--- config.mk ---
export PLATFORM = sky130hd
export DESIGN_NAME = companion_supervisor
export DESIGN_NICKNAME = d
export VERILOG_FILES = /design/src/supervisor_pkg.sv /design/src/companion_supervisor.sv /design/src/edge_counter.sv
export VERILOG_INCLUDE_DIRS = /design/src
export SDC_FILE = /design/constraint.sdc
export NUM_CORES = 1
export LEC_CHECK = 0
export ABC_AREA = 1
export BUFFER_PORTS_ARGS = -buffer_cell sky130_fd_sc_hd__buf_2
export CAP_MARGIN = 20
export CORE_MARGIN = 2
export CORE_UTILIZATION = 65
export CTS_CLUSTER_SIZE = 40
export DETAILED_ROUTE_END_ITERATION = 8
export GPL_TIMING_DRIVEN = 0
export PLACE_DENSITY = 0.85
export SYNTH_ARGS = -nofsm -noshare
export SYNTH_HDL_FRONTEND = slang
export SYNTH_SLANG_ARGS = --single-unit
--- constraint.sdc ---
create_clock -name pclk -period 5 [get_ports pclk]
set_input_delay 1 -clock pclk [delete_from_list [all_inputs] [get_ports pclk]]
set_output_delay 1 -clock pclk [all_outputs]
set_load 0.01 [all_outputs]
--- src/supervisor_consts.svh ---
// constants for the processor companion supervisor
`ifndef SUPERVISOR_CONSTS_SVH
`define SUPERVISOR_CONSTS_SVH
// =======================================
// register byte offsets
`define OFS_CTRL      12'h000
`define OFS_TRIP      12'h004
`define OFS_WDT_TIME  12'h008
`define OFS_WDT_KICK  12'h00c
`define OFS_STATUS    12'h010
`define OFS_SRC       12'h014
`define OFS_SRC_CLR   12'h018
`define OFS_CNT_A     12'h01c
`define OFS_CNT_B     12'h020
`define OFS_SER_LO    12'h024
`define OFS_SER_HI    12'h028
`define OFS_IRQ_STAT  12'h02c
`define OFS_IRQ_CLR   12'h030
`define OFS_IRQ_EN    12'h034
// =======================================
// control fields
`define CTRL_WDT_EN   0
`define CTRL_POL_A    1
`define CTRL_POL_B    2
`define CTRL_SER_LOCK 3
`define CTRL_RESET    4'h0
`define TRIP_RESET    8'h80
`define VREF_CODE     8'h4d
`define WDT_RESET     5'h0a
`define KICK_KEY      32'h0000_00a5
// =======================================
// timing
`define CLK_HZ        25000000
`define RST_HOLD_MS   100
`define WDT_STEP_MS   100
`define WDT_MIN_STEPS 5'd1
`define WDT_MAX_STEPS 5'd30
`define DEB_US        20
`define DEB_CYCLES    ((`DEB_US * (`CLK_HZ / 1000000)))
// =======================================
// interrupt bits
`define IRQ_LOWV      0
`define IRQ_WDT       1
`define IRQ_MAN       2
`define IRQ_FAIL      3
`define IRQ_CNT_A     4
`define IRQ_CNT_B     5
`endif

--- src/supervisor_pkg.sv ---
// types for the processor companion supervisor
package supervisor_pkg;
  typedef enum logic [2:0] {
    ST_HOLD = 3'b001,
    ST_RUN  = 3'b010,
    ST_WAIT = 3'b100
  } rst_state_t;
  typedef struct packed {
    logic [15:0] count;
    logic        pol;
  } cnt_view_t;
  typedef enum logic [1:0] {
    SRC_NONE = 2'h0,
    SRC_LOWV = 2'h1,
    SRC_WDT  = 2'h2,
    SRC_MAN  = 2'h3
  } rst_src_t;
endpackage

--- src/companion_supervisor.sv ---
// processor companion supervisor with apb register access
// Behaviour
// - reset output asserts while supply is below programmed trip point
// - after supply recovers, reset stays asserted 100 ms more
// - watchdog timeout programmable from 100 ms to 3 s
// - enabled watchdog not restarted in time pulses reset 100 ms
// - flag records whether undervoltage or watchdog caused last reset
// - active-low reset output driven by supply monitor or watchdog
// - manual reset request is filtered and debounced before acceptance
// - early fail input compared to 1.2 V reference drives fail output
// - two independent 16-bit battery-backed event counters
// - each counter counts rising or falling edges by chosen polarity
// - 64-bit serial number; after lock, writes leave it unchanged
// - reset pin is open drain and also takes manual reset input
// - each counter adds one per detected edge of chosen polarity
`timescale 1ns/100ps
`include "supervisor_consts.svh"
module companion_supervisor #(
  parameter int unsigned HOLD_CYCLES = (`RST_HOLD_MS * (`CLK_HZ / 1000)),
  parameter int unsigned STEP_CYCLES = (`WDT_STEP_MS * (`CLK_HZ / 1000))
) (
  input  wire logic        pclk,
  input  wire logic        presetn,
  input  wire logic        psel,
  input  wire logic        penable,
  input  wire logic        pwrite,
  input  wire logic [11:0] paddr,
  input  wire logic [31:0] pwdata,
  output logic             pready,
  output logic [31:0]      prdata,
  output logic             pslverr,
  input  wire logic [7:0]  supply_level,
  input  wire logic [7:0]  early_fail_in,
  input  wire logic        event_in_a,
  input  wire logic        event_in_b,
  input  wire logic        sys_rst_in,
  output logic             sys_rst_out,
  output logic             sys_rst_oe,
  output logic             cal_or_fail_out,
  output logic             irq
);
  // =======================================
  // declarations
  localparam int DEB_N = `DEB_CYCLES;

  supervisor_pkg::rst_state_t state_r;
  supervisor_pkg::rst_src_t   src_r;
  supervisor_pkg::cnt_view_t  view_a;
  supervisor_pkg::cnt_view_t  view_b;
  logic [3:0]  ctrl_r;
  logic [7:0]  trip_r;
  logic [4:0]  wdt_steps_r;
  logic [31:0] hold_cnt_r;
  logic [31:0] step_cnt_r;
  logic [4:0]  wdt_cnt_r;
  logic [63:0] serial_r;
  logic [5:0]  irq_stat_r;
  logic [5:0]  irq_en_r;
  logic [5:0]  ev;
  logic        man_s1_r;
  logic        man_s2_r;
  logic [15:0] deb_cnt_r;
  logic        man_req_r;
  logic        man_req_d_r;
  logic        low_v;
  logic        low_v_d_r;
  logic        fail_d_r;
  logic        wdt_expire;
  logic        kick;
  logic        wr;
  logic        rd;
  logic        hit_a;
  logic        hit_b;
  logic        src_clr;
  logic        own_drive;
  logic [31:0] rdata_nxt;
  function automatic logic sel(input logic [11:0] a, input logic [11:0] ofs);
    sel = (a == ofs);
  endfunction
  assign wr   = psel & penable & pwrite;
  assign rd   = psel & ~pwrite & ~penable;
  assign kick = wr & sel(paddr, `OFS_WDT_KICK) & (pwdata == `KICK_KEY);
  assign src_clr = wr & sel(paddr, `OFS_SRC_CLR) & pwdata[0];
  // =======================================
  // supply monitor and comparator
  assign low_v = supply_level < trip_r;
  always_ff @(posedge pclk or negedge presetn)
  begin
    if (!presetn)
      cal_or_fail_out <= 1'b0;
    else
      cal_or_fail_out <= early_fail_in < `VREF_CODE;
  end

  // =======================================
  // manual reset filter; masked by the pin enable itself, so our own release reads clean
  always_ff @(posedge pclk or negedge presetn)
  begin
    if (!presetn)
    begin
      man_s1_r <= 1'b0;
      man_s2_r <= 1'b0;
    end
    else
    begin
      man_s1_r <= ~sys_rst_in & ~sys_rst_oe;
      man_s2_r <= man_s1_r;
    end
  end
  always_ff @(posedge pclk or negedge presetn)
  begin
    if (!presetn)
    begin
      deb_cnt_r <= 16'h0000;
      man_req_r <= 1'b0;
    end
    else if (man_s2_r == man_req_r)
      deb_cnt_r <= 16'h0000;
    else if (deb_cnt_r == 16'(DEB_N - 1))
    begin
      deb_cnt_r <= 16'h0000;
      man_req_r <= man_s2_r;
    end
    else
      deb_cnt_r <= deb_cnt_r + 16'h0001;
  end
  // =======================================
  // watchdog
  assign wdt_expire = ctrl_r[`CTRL_WDT_EN] & (state_r == supervisor_pkg::ST_RUN)
                      & (wdt_cnt_r >= wdt_steps_r) & ~kick;
  always_ff @(posedge pclk or negedge presetn)
  begin
    if (!presetn)
    begin
      step_cnt_r <= 32'h0000_0000;
      wdt_cnt_r  <= 5'h00;
    end
    else if (kick || !ctrl_r[`CTRL_WDT_EN] || state_r != supervisor_pkg::ST_RUN)
    begin
      step_cnt_r <= 32'h0000_0000;
      wdt_cnt_r  <= 5'h00;
    end
    else if (step_cnt_r == STEP_CYCLES - 1)
    begin
      step_cnt_r <= 32'h0000_0000;
      wdt_cnt_r  <= wdt_cnt_r + 5'h01;
    end
    else
      step_cnt_r <= step_cnt_r + 32'h0000_0001;
  end

  // =======================================
  // reset sequencer
  always_ff @(posedge pclk or negedge presetn)
  begin
    if (!presetn)
    begin
      state_r    <= supervisor_pkg::ST_HOLD;
      hold_cnt_r <= 32'h0000_0000;
    end
    else
    begin
      case (state_r)
        supervisor_pkg::ST_HOLD:
        begin
          hold_cnt_r <= 32'h0000_0000;
          if (!low_v && !man_req_r)
            state_r <= supervisor_pkg::ST_WAIT;
        end
        supervisor_pkg::ST_WAIT:
        begin
          if (low_v || man_req_r)
          begin
            state_r    <= supervisor_pkg::ST_HOLD;
            hold_cnt_r <= 32'h0000_0000;
          end
          else if (hold_cnt_r == HOLD_CYCLES - 1)
            state_r <= supervisor_pkg::ST_RUN;
          else
            hold_cnt_r <= hold_cnt_r + 32'h0000_0001;
        end
        supervisor_pkg::ST_RUN:
        begin
          hold_cnt_r <= 32'h0000_0000;
          if (low_v || man_req_r)
            state_r <= supervisor_pkg::ST_HOLD;
          else if (wdt_expire)
            state_r <= supervisor_pkg::ST_WAIT;
        end
        default:
          state_r <= supervisor_pkg::ST_HOLD;
      endcase
    end
  end
  assign own_drive = (state_r != supervisor_pkg::ST_RUN);
  // pin: output low always, enable carries the assertion
  always_ff @(posedge pclk or negedge presetn)
  begin
    if (!presetn)
    begin
      sys_rst_out <= 1'b0;
      sys_rst_oe  <= 1'b1;
    end
    else
    begin
      sys_rst_out <= 1'b0;
      sys_rst_oe  <= own_drive;
    end
  end

  // =======================================
  // reset source flag, set wins over clear
  always_ff @(posedge pclk or negedge presetn)
  begin
    if (!presetn)
      src_r <= supervisor_pkg::SRC_NONE;
    else if (state_r == supervisor_pkg::ST_RUN && low_v)
      src_r <= supervisor_pkg::SRC_LOWV;
    else if (wdt_expire)
      src_r <= supervisor_pkg::SRC_WDT;
    else if (state_r == supervisor_pkg::ST_RUN && man_req_r)
      src_r <= supervisor_pkg::SRC_MAN;
    else if (src_clr)
      src_r <= supervisor_pkg::SRC_NONE;
  end

  // =======================================
  // event counters
  edge_counter u_cnt_a (
    .pclk     (pclk),
    .presetn  (presetn),
    .event_in (event_in_a),
    .pol      (ctrl_r[`CTRL_POL_A]),
    .view     (view_a),
    .hit      (hit_a)
  );
  edge_counter u_cnt_b (
    .pclk     (pclk),
    .presetn  (presetn),
    .event_in (event_in_b),
    .pol      (ctrl_r[`CTRL_POL_B]),
    .view     (view_b),
    .hit      (hit_b)
  );

  // =======================================
  // configuration registers
  always_ff @(posedge pclk or negedge presetn)
  begin
    if (!presetn)
    begin
      ctrl_r      <= `CTRL_RESET;
      trip_r      <= `TRIP_RESET;
      wdt_steps_r <= `WDT_RESET;
    end
    else if (wr)
    begin
      if (sel(paddr, `OFS_CTRL))
        ctrl_r <= pwdata[3:0] | {ctrl_r[`CTRL_SER_LOCK], 3'b000};
      if (sel(paddr, `OFS_TRIP))
        trip_r <= pwdata[7:0];
      if (sel(paddr, `OFS_WDT_TIME))
      begin
        if (pwdata[4:0] < `WDT_MIN_STEPS)
          wdt_steps_r <= `WDT_MIN_STEPS;
        else if (pwdata[4:0] > `WDT_MAX_STEPS)
          wdt_steps_r <= `WDT_MAX_STEPS;
        else
          wdt_steps_r <= pwdata[4:0];
      end
    end
  end
  // lock is sticky until device reset
  always_ff @(posedge pclk or negedge presetn)
  begin
    if (!presetn)
      serial_r <= 64'h0000_0000_0000_0000;
    else if (wr && !ctrl_r[`CTRL_SER_LOCK])
    begin
      if (sel(paddr, `OFS_SER_LO))
        serial_r[31:0] <= pwdata;
      if (sel(paddr, `OFS_SER_HI))
        serial_r[63:32] <= pwdata;
    end
  end
  // =======================================
  // interrupts
  always_ff @(posedge pclk or negedge presetn)
  begin
    if (!presetn)
    begin
      low_v_d_r   <= 1'b0;
      fail_d_r    <= 1'b0;
      man_req_d_r <= 1'b0;
    end
    else
    begin
      low_v_d_r   <= low_v;
      fail_d_r    <= cal_or_fail_out;
      man_req_d_r <= man_req_r;
    end
  end
  assign ev = {hit_b, hit_a, cal_or_fail_out & ~fail_d_r, man_req_r & ~man_req_d_r,
               wdt_expire, low_v & ~low_v_d_r};
  always_ff @(posedge pclk or negedge presetn)
  begin
    if (!presetn)
    begin
      irq_stat_r <= 6'h00;
      irq_en_r   <= 6'h00;
    end
    else
    begin
      if (wr && sel(paddr, `OFS_IRQ_CLR))
        irq_stat_r <= (irq_stat_r & ~pwdata[5:0]) | ev;
      else
        irq_stat_r <= irq_stat_r | ev;
      if (wr && sel(paddr, `OFS_IRQ_EN))
        irq_en_r <= pwdata[5:0];
    end
  end
  always_ff @(posedge pclk or negedge presetn)
  begin
    if (!presetn)
      irq <= 1'b0;
    else
      irq <= |(irq_stat_r & irq_en_r);
  end

  // =======================================
  // apb read path, data latched in setup, answered with zero wait
  always_comb
  begin
    rdata_nxt = 32'h0000_0000;
    case (paddr)
      `OFS_CTRL:     rdata_nxt = {28'h0, ctrl_r};
      `OFS_TRIP:     rdata_nxt = {24'h0, trip_r};
      `OFS_WDT_TIME: rdata_nxt = {27'h0, wdt_steps_r};
      `OFS_STATUS:   rdata_nxt = {26'h0, cal_or_fail_out, man_req_r, low_v, state_r};
      `OFS_SRC:      rdata_nxt = {30'h0, src_r};
      `OFS_CNT_A:    rdata_nxt = {16'h0, view_a.count};
      `OFS_CNT_B:    rdata_nxt = {16'h0, view_b.count};
      `OFS_SER_LO:   rdata_nxt = serial_r[31:0];
      `OFS_SER_HI:   rdata_nxt = serial_r[63:32];
      `OFS_IRQ_STAT: rdata_nxt = {26'h0, irq_stat_r};
      `OFS_IRQ_EN:   rdata_nxt = {26'h0, irq_en_r};
      default:       rdata_nxt = 32'h0000_0000;
    endcase
  end
  always_ff @(posedge pclk or negedge presetn)
  begin
    if (!presetn)
    begin
      prdata  <= 32'h0000_0000;
      pready  <= 1'b0;
      pslverr <= 1'b0;
    end
    else
    begin
      pready  <= psel & ~penable;
      pslverr <= psel & ~penable & (paddr > `OFS_IRQ_EN || paddr[1:0] != 2'b00);
      if (rd)
        prdata <= rdata_nxt;
    end
  end
endmodule // companion_supervisor

--- src/edge_counter.sv ---
// one 16-bit edge counter with selectable polarity
`timescale 1ns/100ps
`include "supervisor_consts.svh"
module edge_counter (
  input  wire logic                    pclk,
  input  wire logic                    presetn,
  input  wire logic                    event_in,
  input  wire logic                    pol,
  output supervisor_pkg::cnt_view_t    view,
  output logic                         hit
);
  logic        s1_r;
  logic        s2_r;
  logic        s3_r;
  logic [15:0] count_r;
  logic        rise;
  logic        fall;
  logic        edge_hit;

  // =======================================
  // sync and edge detect
  always_ff @(posedge pclk or negedge presetn)
  begin
    if (!presetn)
    begin
      s1_r <= 1'b0;
      s2_r <= 1'b0;
      s3_r <= 1'b0;
    end
    else
    begin
      s1_r <= event_in;
      s2_r <= s1_r;
      s3_r <= s2_r;
    end
  end

  assign rise     = s2_r & ~s3_r;
  assign fall     = ~s2_r & s3_r;
  assign edge_hit = pol ? fall : rise;

  // =======================================
  // counter, wraps at 16 bits
  always_ff @(posedge pclk or negedge presetn)
  begin
    if (!presetn)
      count_r <= 16'h0000;
    else if (edge_hit)
      count_r <= count_r + 16'h0001;
  end

  always_ff @(posedge pclk or negedge presetn)
  begin
    if (!presetn)
      hit <= 1'b0;
    else
      hit <= edge_hit;
  end

  assign view.count = count_r;
  assign view.pol   = pol;
endmodule // edge_counter

---- Word level (Yosys, flattened, before mapping) ----
Index checks and enable logic that the tools add are counted.
Widths: inputs -> output; s select.
cells by class
  equality and inequality tests ........... 26
  $add $sub $neg .......................... 6
  reductions and logical operators ........ 29
  magnitude comparators ................... 6
  muxes and demuxes ....................... 25
  bitwise gates (word level) .............. 40
operator list
  kind                   count
  $pmux 32 s11           1
  $mux 32                4
  $eq 12x6->1 const B    6
  $add 32x1->32 const B  2
  $eq 32x22->1 const B   2
  $pmux 32 s2            1
  $add 16x1->16 const B  3
  $eq 12x5->1 const B    4
  $eq 32x8->1 const B    1
  $mux 16                2
  $eq 12x4->1 const B    2
  $and 1x1->1            21
  $mux 5                 4
  $eq 16x9->1 const B    1
  $mux 3                 5
  $reduce_and 2->1       7
  $not 1->1              13
  $and 6x6->6            2
  $eq 12x3->1 const B    1
  $gt 12x6->1 const B    1
  $logic_not 12->1       1
  $or 6x6->6             2
  $pmux 3 s3             1
  $lt 8x7->1 const B     1
  other kinds (25)       44
word-level totals
  logic and storage cells ................. 167
  input bits .............................. 68
  bits in registers ....................... 266
  output and inout port bits .............. 38

---- Depth between registers and ports, before layout ----
  depth in word-level cells ............... 9
  depth in mapped cells ................... 14
  depth with buffers taken out ............ 13

---- Cells and area by module ----
A second synthesis with hierarchy kept.
second synthesis, totals
  cells, all modules ...................... 1947
  area, all modules ....................... 14760.4 um^2
by module, submodules not included
  module                area an instance (um^2)  sequential area each (um^2)  times used  cells an instance
  companion_supervisor  12670.9                  5661.7                       1           1689
  edge_counter          1044.8                   500.5                        2           129

---- Least setup slack after synthesis ----
No wires, ideal clock.
  path kind ............................... input-to-reg
  start point ............................. input supply_level[7]
  end point ............................... register src_r[0]
  library setup time ...................... 0.125 ns
  stages .................................. 11
  path slack .............................. 2.622 ns
  required time ........................... 4.875 ns
  path buffers ............................ 1
  arrival ................................. 2.253 ns
  cells stage by stage .................... ha_1 nand2_1 inv_1 nor2_1 o21a_1 nand2_1 nand2_1 buf_4 nand2_1 nand4_1 nand3_1
on the way
  cells in the longest elaborated chain, start to end .. 3
  elaborated cells between the ends (all ways) .. 4
  those cells by class .................... order compare (1); mux (1); reduce/logical (2)
RTL lines
  element                                                       RTL line                     RTL
  start: declaration                                            companion_supervisor.sv:32   input wire logic [7:0] supply_level,
  $lt 8x8->1 *                                                  companion_supervisor.sv:86   assign low_v = supply_level < trip_r;
  $logic_and 1x1->1 *                                           companion_supervisor.sv:217  else if (state_r == supervisor_pkg::ST_RUN && low_v)
  $reduce_bool 4->1 (no source line) or $mux 2 (tied branches)  -
  end signal: assignment                                        companion_supervisor.sv:216  src_r <= supervisor_pkg::SRC_NONE;
  end signal: assignment                                        companion_supervisor.sv:218  src_r <= supervisor_pkg::SRC_LOWV;
  end signal: assignment                                        companion_supervisor.sv:220  src_r <= supervisor_pkg::SRC_WDT;
  end: declaration                                              companion_supervisor.sv:47   supervisor_pkg::rst_src_t src_r;
Mark *: on every way between the ends. The rest lies on a longest branch, timed or not.
A chain may end at the register's enable or synchronous reset.

---- Worst setup path after layout ----
  start point ............................. input penable
  end point ............................... register prdata[22]
on the way
  cells in the longest elaborated chain, start to end .. 2
RTL lines
  element                 RTL line                     RTL
  start: declaration      companion_supervisor.sv:25   input wire logic penable,
  $not 1->1               companion_supervisor.sv:81   assign rd = psel & ~pwrite & ~penable;
  $and 1x1->1             companion_supervisor.sv:81
  end signal: assignment  companion_supervisor.sv:363  prdata <= rdata_nxt;
  end: declaration        companion_supervisor.sv:30   output logic [31:0] prdata,
Every way passes these cells.

==> flow_summary.ini <==
[global_route]
grt_start_max_net_pins = 127
grt_overflow_total = 0
grt_pass1_vias = 12453
grt_pass1_wl_um = 61730
antenna_found_initial = 1
track_usage_pct = 32.15

[cells_and_area]
area_delta_synth_final_pct = 13.04
diodes = 0
fin_area_um2 = 16380
nets = 2088
drive_above_1_share_pct = 15.17
fin_util_pct = 75.06

[route]
wirelength_um = 37610
first_pass_iters = 6
drtIter0Drc = 986
wire_per_inst_um = 16.32
vias_per_cell = 5.608
vias = 12920
drc = 0
antenna_left = 0

[clock_tree]
cts_root_buffer = clkbuf_16
cts-buffers-inserted = 28
cts_hold_buf = 0
cts_resized = 0
cts_buffer_depth = 3
clock_latency_ps = 550
htreeDepth = 1
path_clk_slew_ps = 60
post-cts-setup-buffers = 0
cts.sinks = 266
cts_tree = yes

[synthesis]
syn_area_per_cell_um2 = 7.766
syn_inst = 1866
syn_nets = 1952
synth_warnings = 0
ys_seq_area_share_pct = 45.98
syn_area_um2 = 14490
ys_ff_latch = 266
yosysUniqueCellTypes = 49

[power]
power_density_nw_per_um2 = 300.4
ir_drop_mv = 0.2687
cellLeakagePower_uw = 0.007785

[setup_path]
worstSetupPathType = in2reg
startpoint_type = input port
crit_path_frequent_cell = nand2_1
timing.critical_path.buf_inv = 3
worstPathRequired_ps = 5430
crit_family = simple AND/OR/NAND/NOR gates
cpPeakStageDelay_ps = 810
crit_chain = buf_2, nor3_1, inv_1, clkbuf_1, nand2_1, nand2_1
end_kind = flip-flop
cpMaxStageDelayCell = nor3_1
critical_path_arrival_ps = 2810
path_max_fanout = 10

[floorplanning]
dieArea_um2 = 23510
start_util_pct = 66.40
rows = 54
core_area_um2 = 21820
fp.dieH_um = 153.3
design.portCount = 106
die_x_um = 153.3

[timing]
slew_headroom_pct = 32.67
setup_viol = 0
fin_crit_sh_pct = 47.52
fin_setup_tns_ps = 0
max_freq_mhz = 420.8
hold_viol = 0
timing.hold.ws_ps = 304.6
drv_slew = 0
worst_pin_slew_ps = 1002
rsz0062_at_grt = false
fin_crit_ps = 2376
fin_worst_skew_ps = 12.40
setup_slack_ps = 2624

[placed_design]
dp_hpwl_um = 27590
gp_congestion = 0.9899
preCtsSetupSlack_ps = 2157
port_buffers = 104
place_area_um2 = 15430

[hold_path]
hold_class = in2async

[run_status]
outcome = finished, final reports clean

[job]
maxCapViolCount = 0
[cell usage in the layout (no fill, tap or decap), types with 3 or more instances in the layout]
master / Yosys / final
nand2_1: 487 / 487
dfrtp_1: 261 / 261
inv_1: 224 / 224
nor2_1: 214 / 214
nand3_1: 132 / 132
buf_2: 13 / 116
o21ai_0: 69 / 69
xor2_1: 66 / 66
nor3_1: 65 / 65
o21ai_1: 46 / 46
nand4_1: 41 / 41
a21oi_1: 30 / 30
o21ai_2: 30 / 30
clkbuf_16: 0 / 29
nor2_2: 21 / 21
ha_1: 18 / 18
inv_2: 16 / 16
nand2_2: 15 / 15
clkbuf_1: 7 / 12
nor3b_1: 10 / 10
buf_4: 10 / 10
buf_6: 10 / 10
xnor2_1: 9 / 9
nor3_2: 8 / 8
nor2_4: 7 / 7
o22ai_1: 7 / 7
clkbuf_8: 0 / 7
clkinv_2: 0 / 6
nor4_1: 5 / 5
dfstp_2: 5 / 5
nand3b_1: 4 / 4
nand3_2: 3 / 3
o21bai_1: 3 / 3
nand2_4: 3 / 3
buf_1: 3 / 3
clkinvlp_4: 0 / 3
[per-stage QoR]
step,cells,total power (µW)
after floorplan,1866,2621
after global placement,2250,2808
after detailed placement,2252,2831
after CTS,2304,4939
after global routing,2304,5087
final,2304,4921
[synth_stat cells (all sizes together)]
library cell,n,area (µm²)
a21oi,31,158.9
a221oi,1,8.760
a22o,2,17.52
a31oi,1,6.260
buf,36,264.0
clkbuf,7,26.28
conb,1,3.750
dfrtp,261,6531
dfstp,5,131.4
ha,18,225.2
inv,241,907.1
mux2,1,11.26
nand2,505,1956
nand3,137,725.7
nand3b,4,30.03
nand4,43,281.5
nor2,242,1013
nor3,75,437.9
nor3b,10,75.07
nor4,7,56.30
o211ai,2,15.01
o21a,1,7.510
o21ai,145,838.3
o21bai,3,22.52
o22ai,7,43.79
o31ai,3,27.52
or2,2,12.52
xnor2,9,78.83
xor2,66,578.1
[sequential cells by signal, indices dropped and copies added (netlist names), 2 cells and up]
register         count
serial_r            64
wdt_cnt_r            5
irq_en_r             6
trip_r               8
src_r                2
wdt_steps_r          5
hold_cnt_r          32
u_cnt_a.count_r     16
deb_cnt_r           16
prdata              32
state_r              3
ctrl_r               4
u_cnt_b.count_r     16
step_cnt_r          32
irq_stat_r           6
[power by group]
group | switching [µW] | total, µW | internal, µW
combinational | 364 | 507 | 143
sequential | 70.6 | 2290 | 2220
clock | 861 | 2130 | 1260
[per-layer routing]
layer  global-route usage, %  routed length (µm)  vias up
li1                        -                   -     6236
met1                   43.69               15690     6075
met2                   52.32               17900      492
met3                   4.593                2488      115
met4                   13.27                1521        2
met5                       0                  13        -
[logic make-up after synthesis]
group | share of synthesized area (%)
compound gates | 7.909
other cells | 0.02588
simple gates | 31.66
buf+inv | 8.263
mux | 0.07770
fa+ha+maj | 1.554
flops | 45.98
xor+xnor | 4.533
[worst paths after layout]
kind / startpoint / endpoint / slack [ps] / depth (start not counted)
setup / recovery: penable / prdata[22] / 2620 / 6
hold / removal: presetn / deb_cnt_r[1] / 300 / 1
setup reg to reg: trip_r[7] / src_r[0] / 2660 / 12
hold reg to reg: man_s1_r / man_s2_r / 350 / 0
max in group asynchronous: presetn / step_cnt_r[6] / 3820 / 2
min in group pclk: man_s1_r / man_s2_r / 350 / 0
[cell type report]
class | count | area [µm²]
plain buffers | 43 | 290.3
clock buffers | 41 | 840.8
clock inverters | 11 | 112.6
fillers | 1685 | 5443
inverters | 241 | 907.1
multi-input cells | 1316 | 6631
flip-flops and latches | 266 | 6663
well taps | 280 | 350.3
repair buffers | 106 | 585.6
No activity file was read; power rests on OpenSTA's default activity.
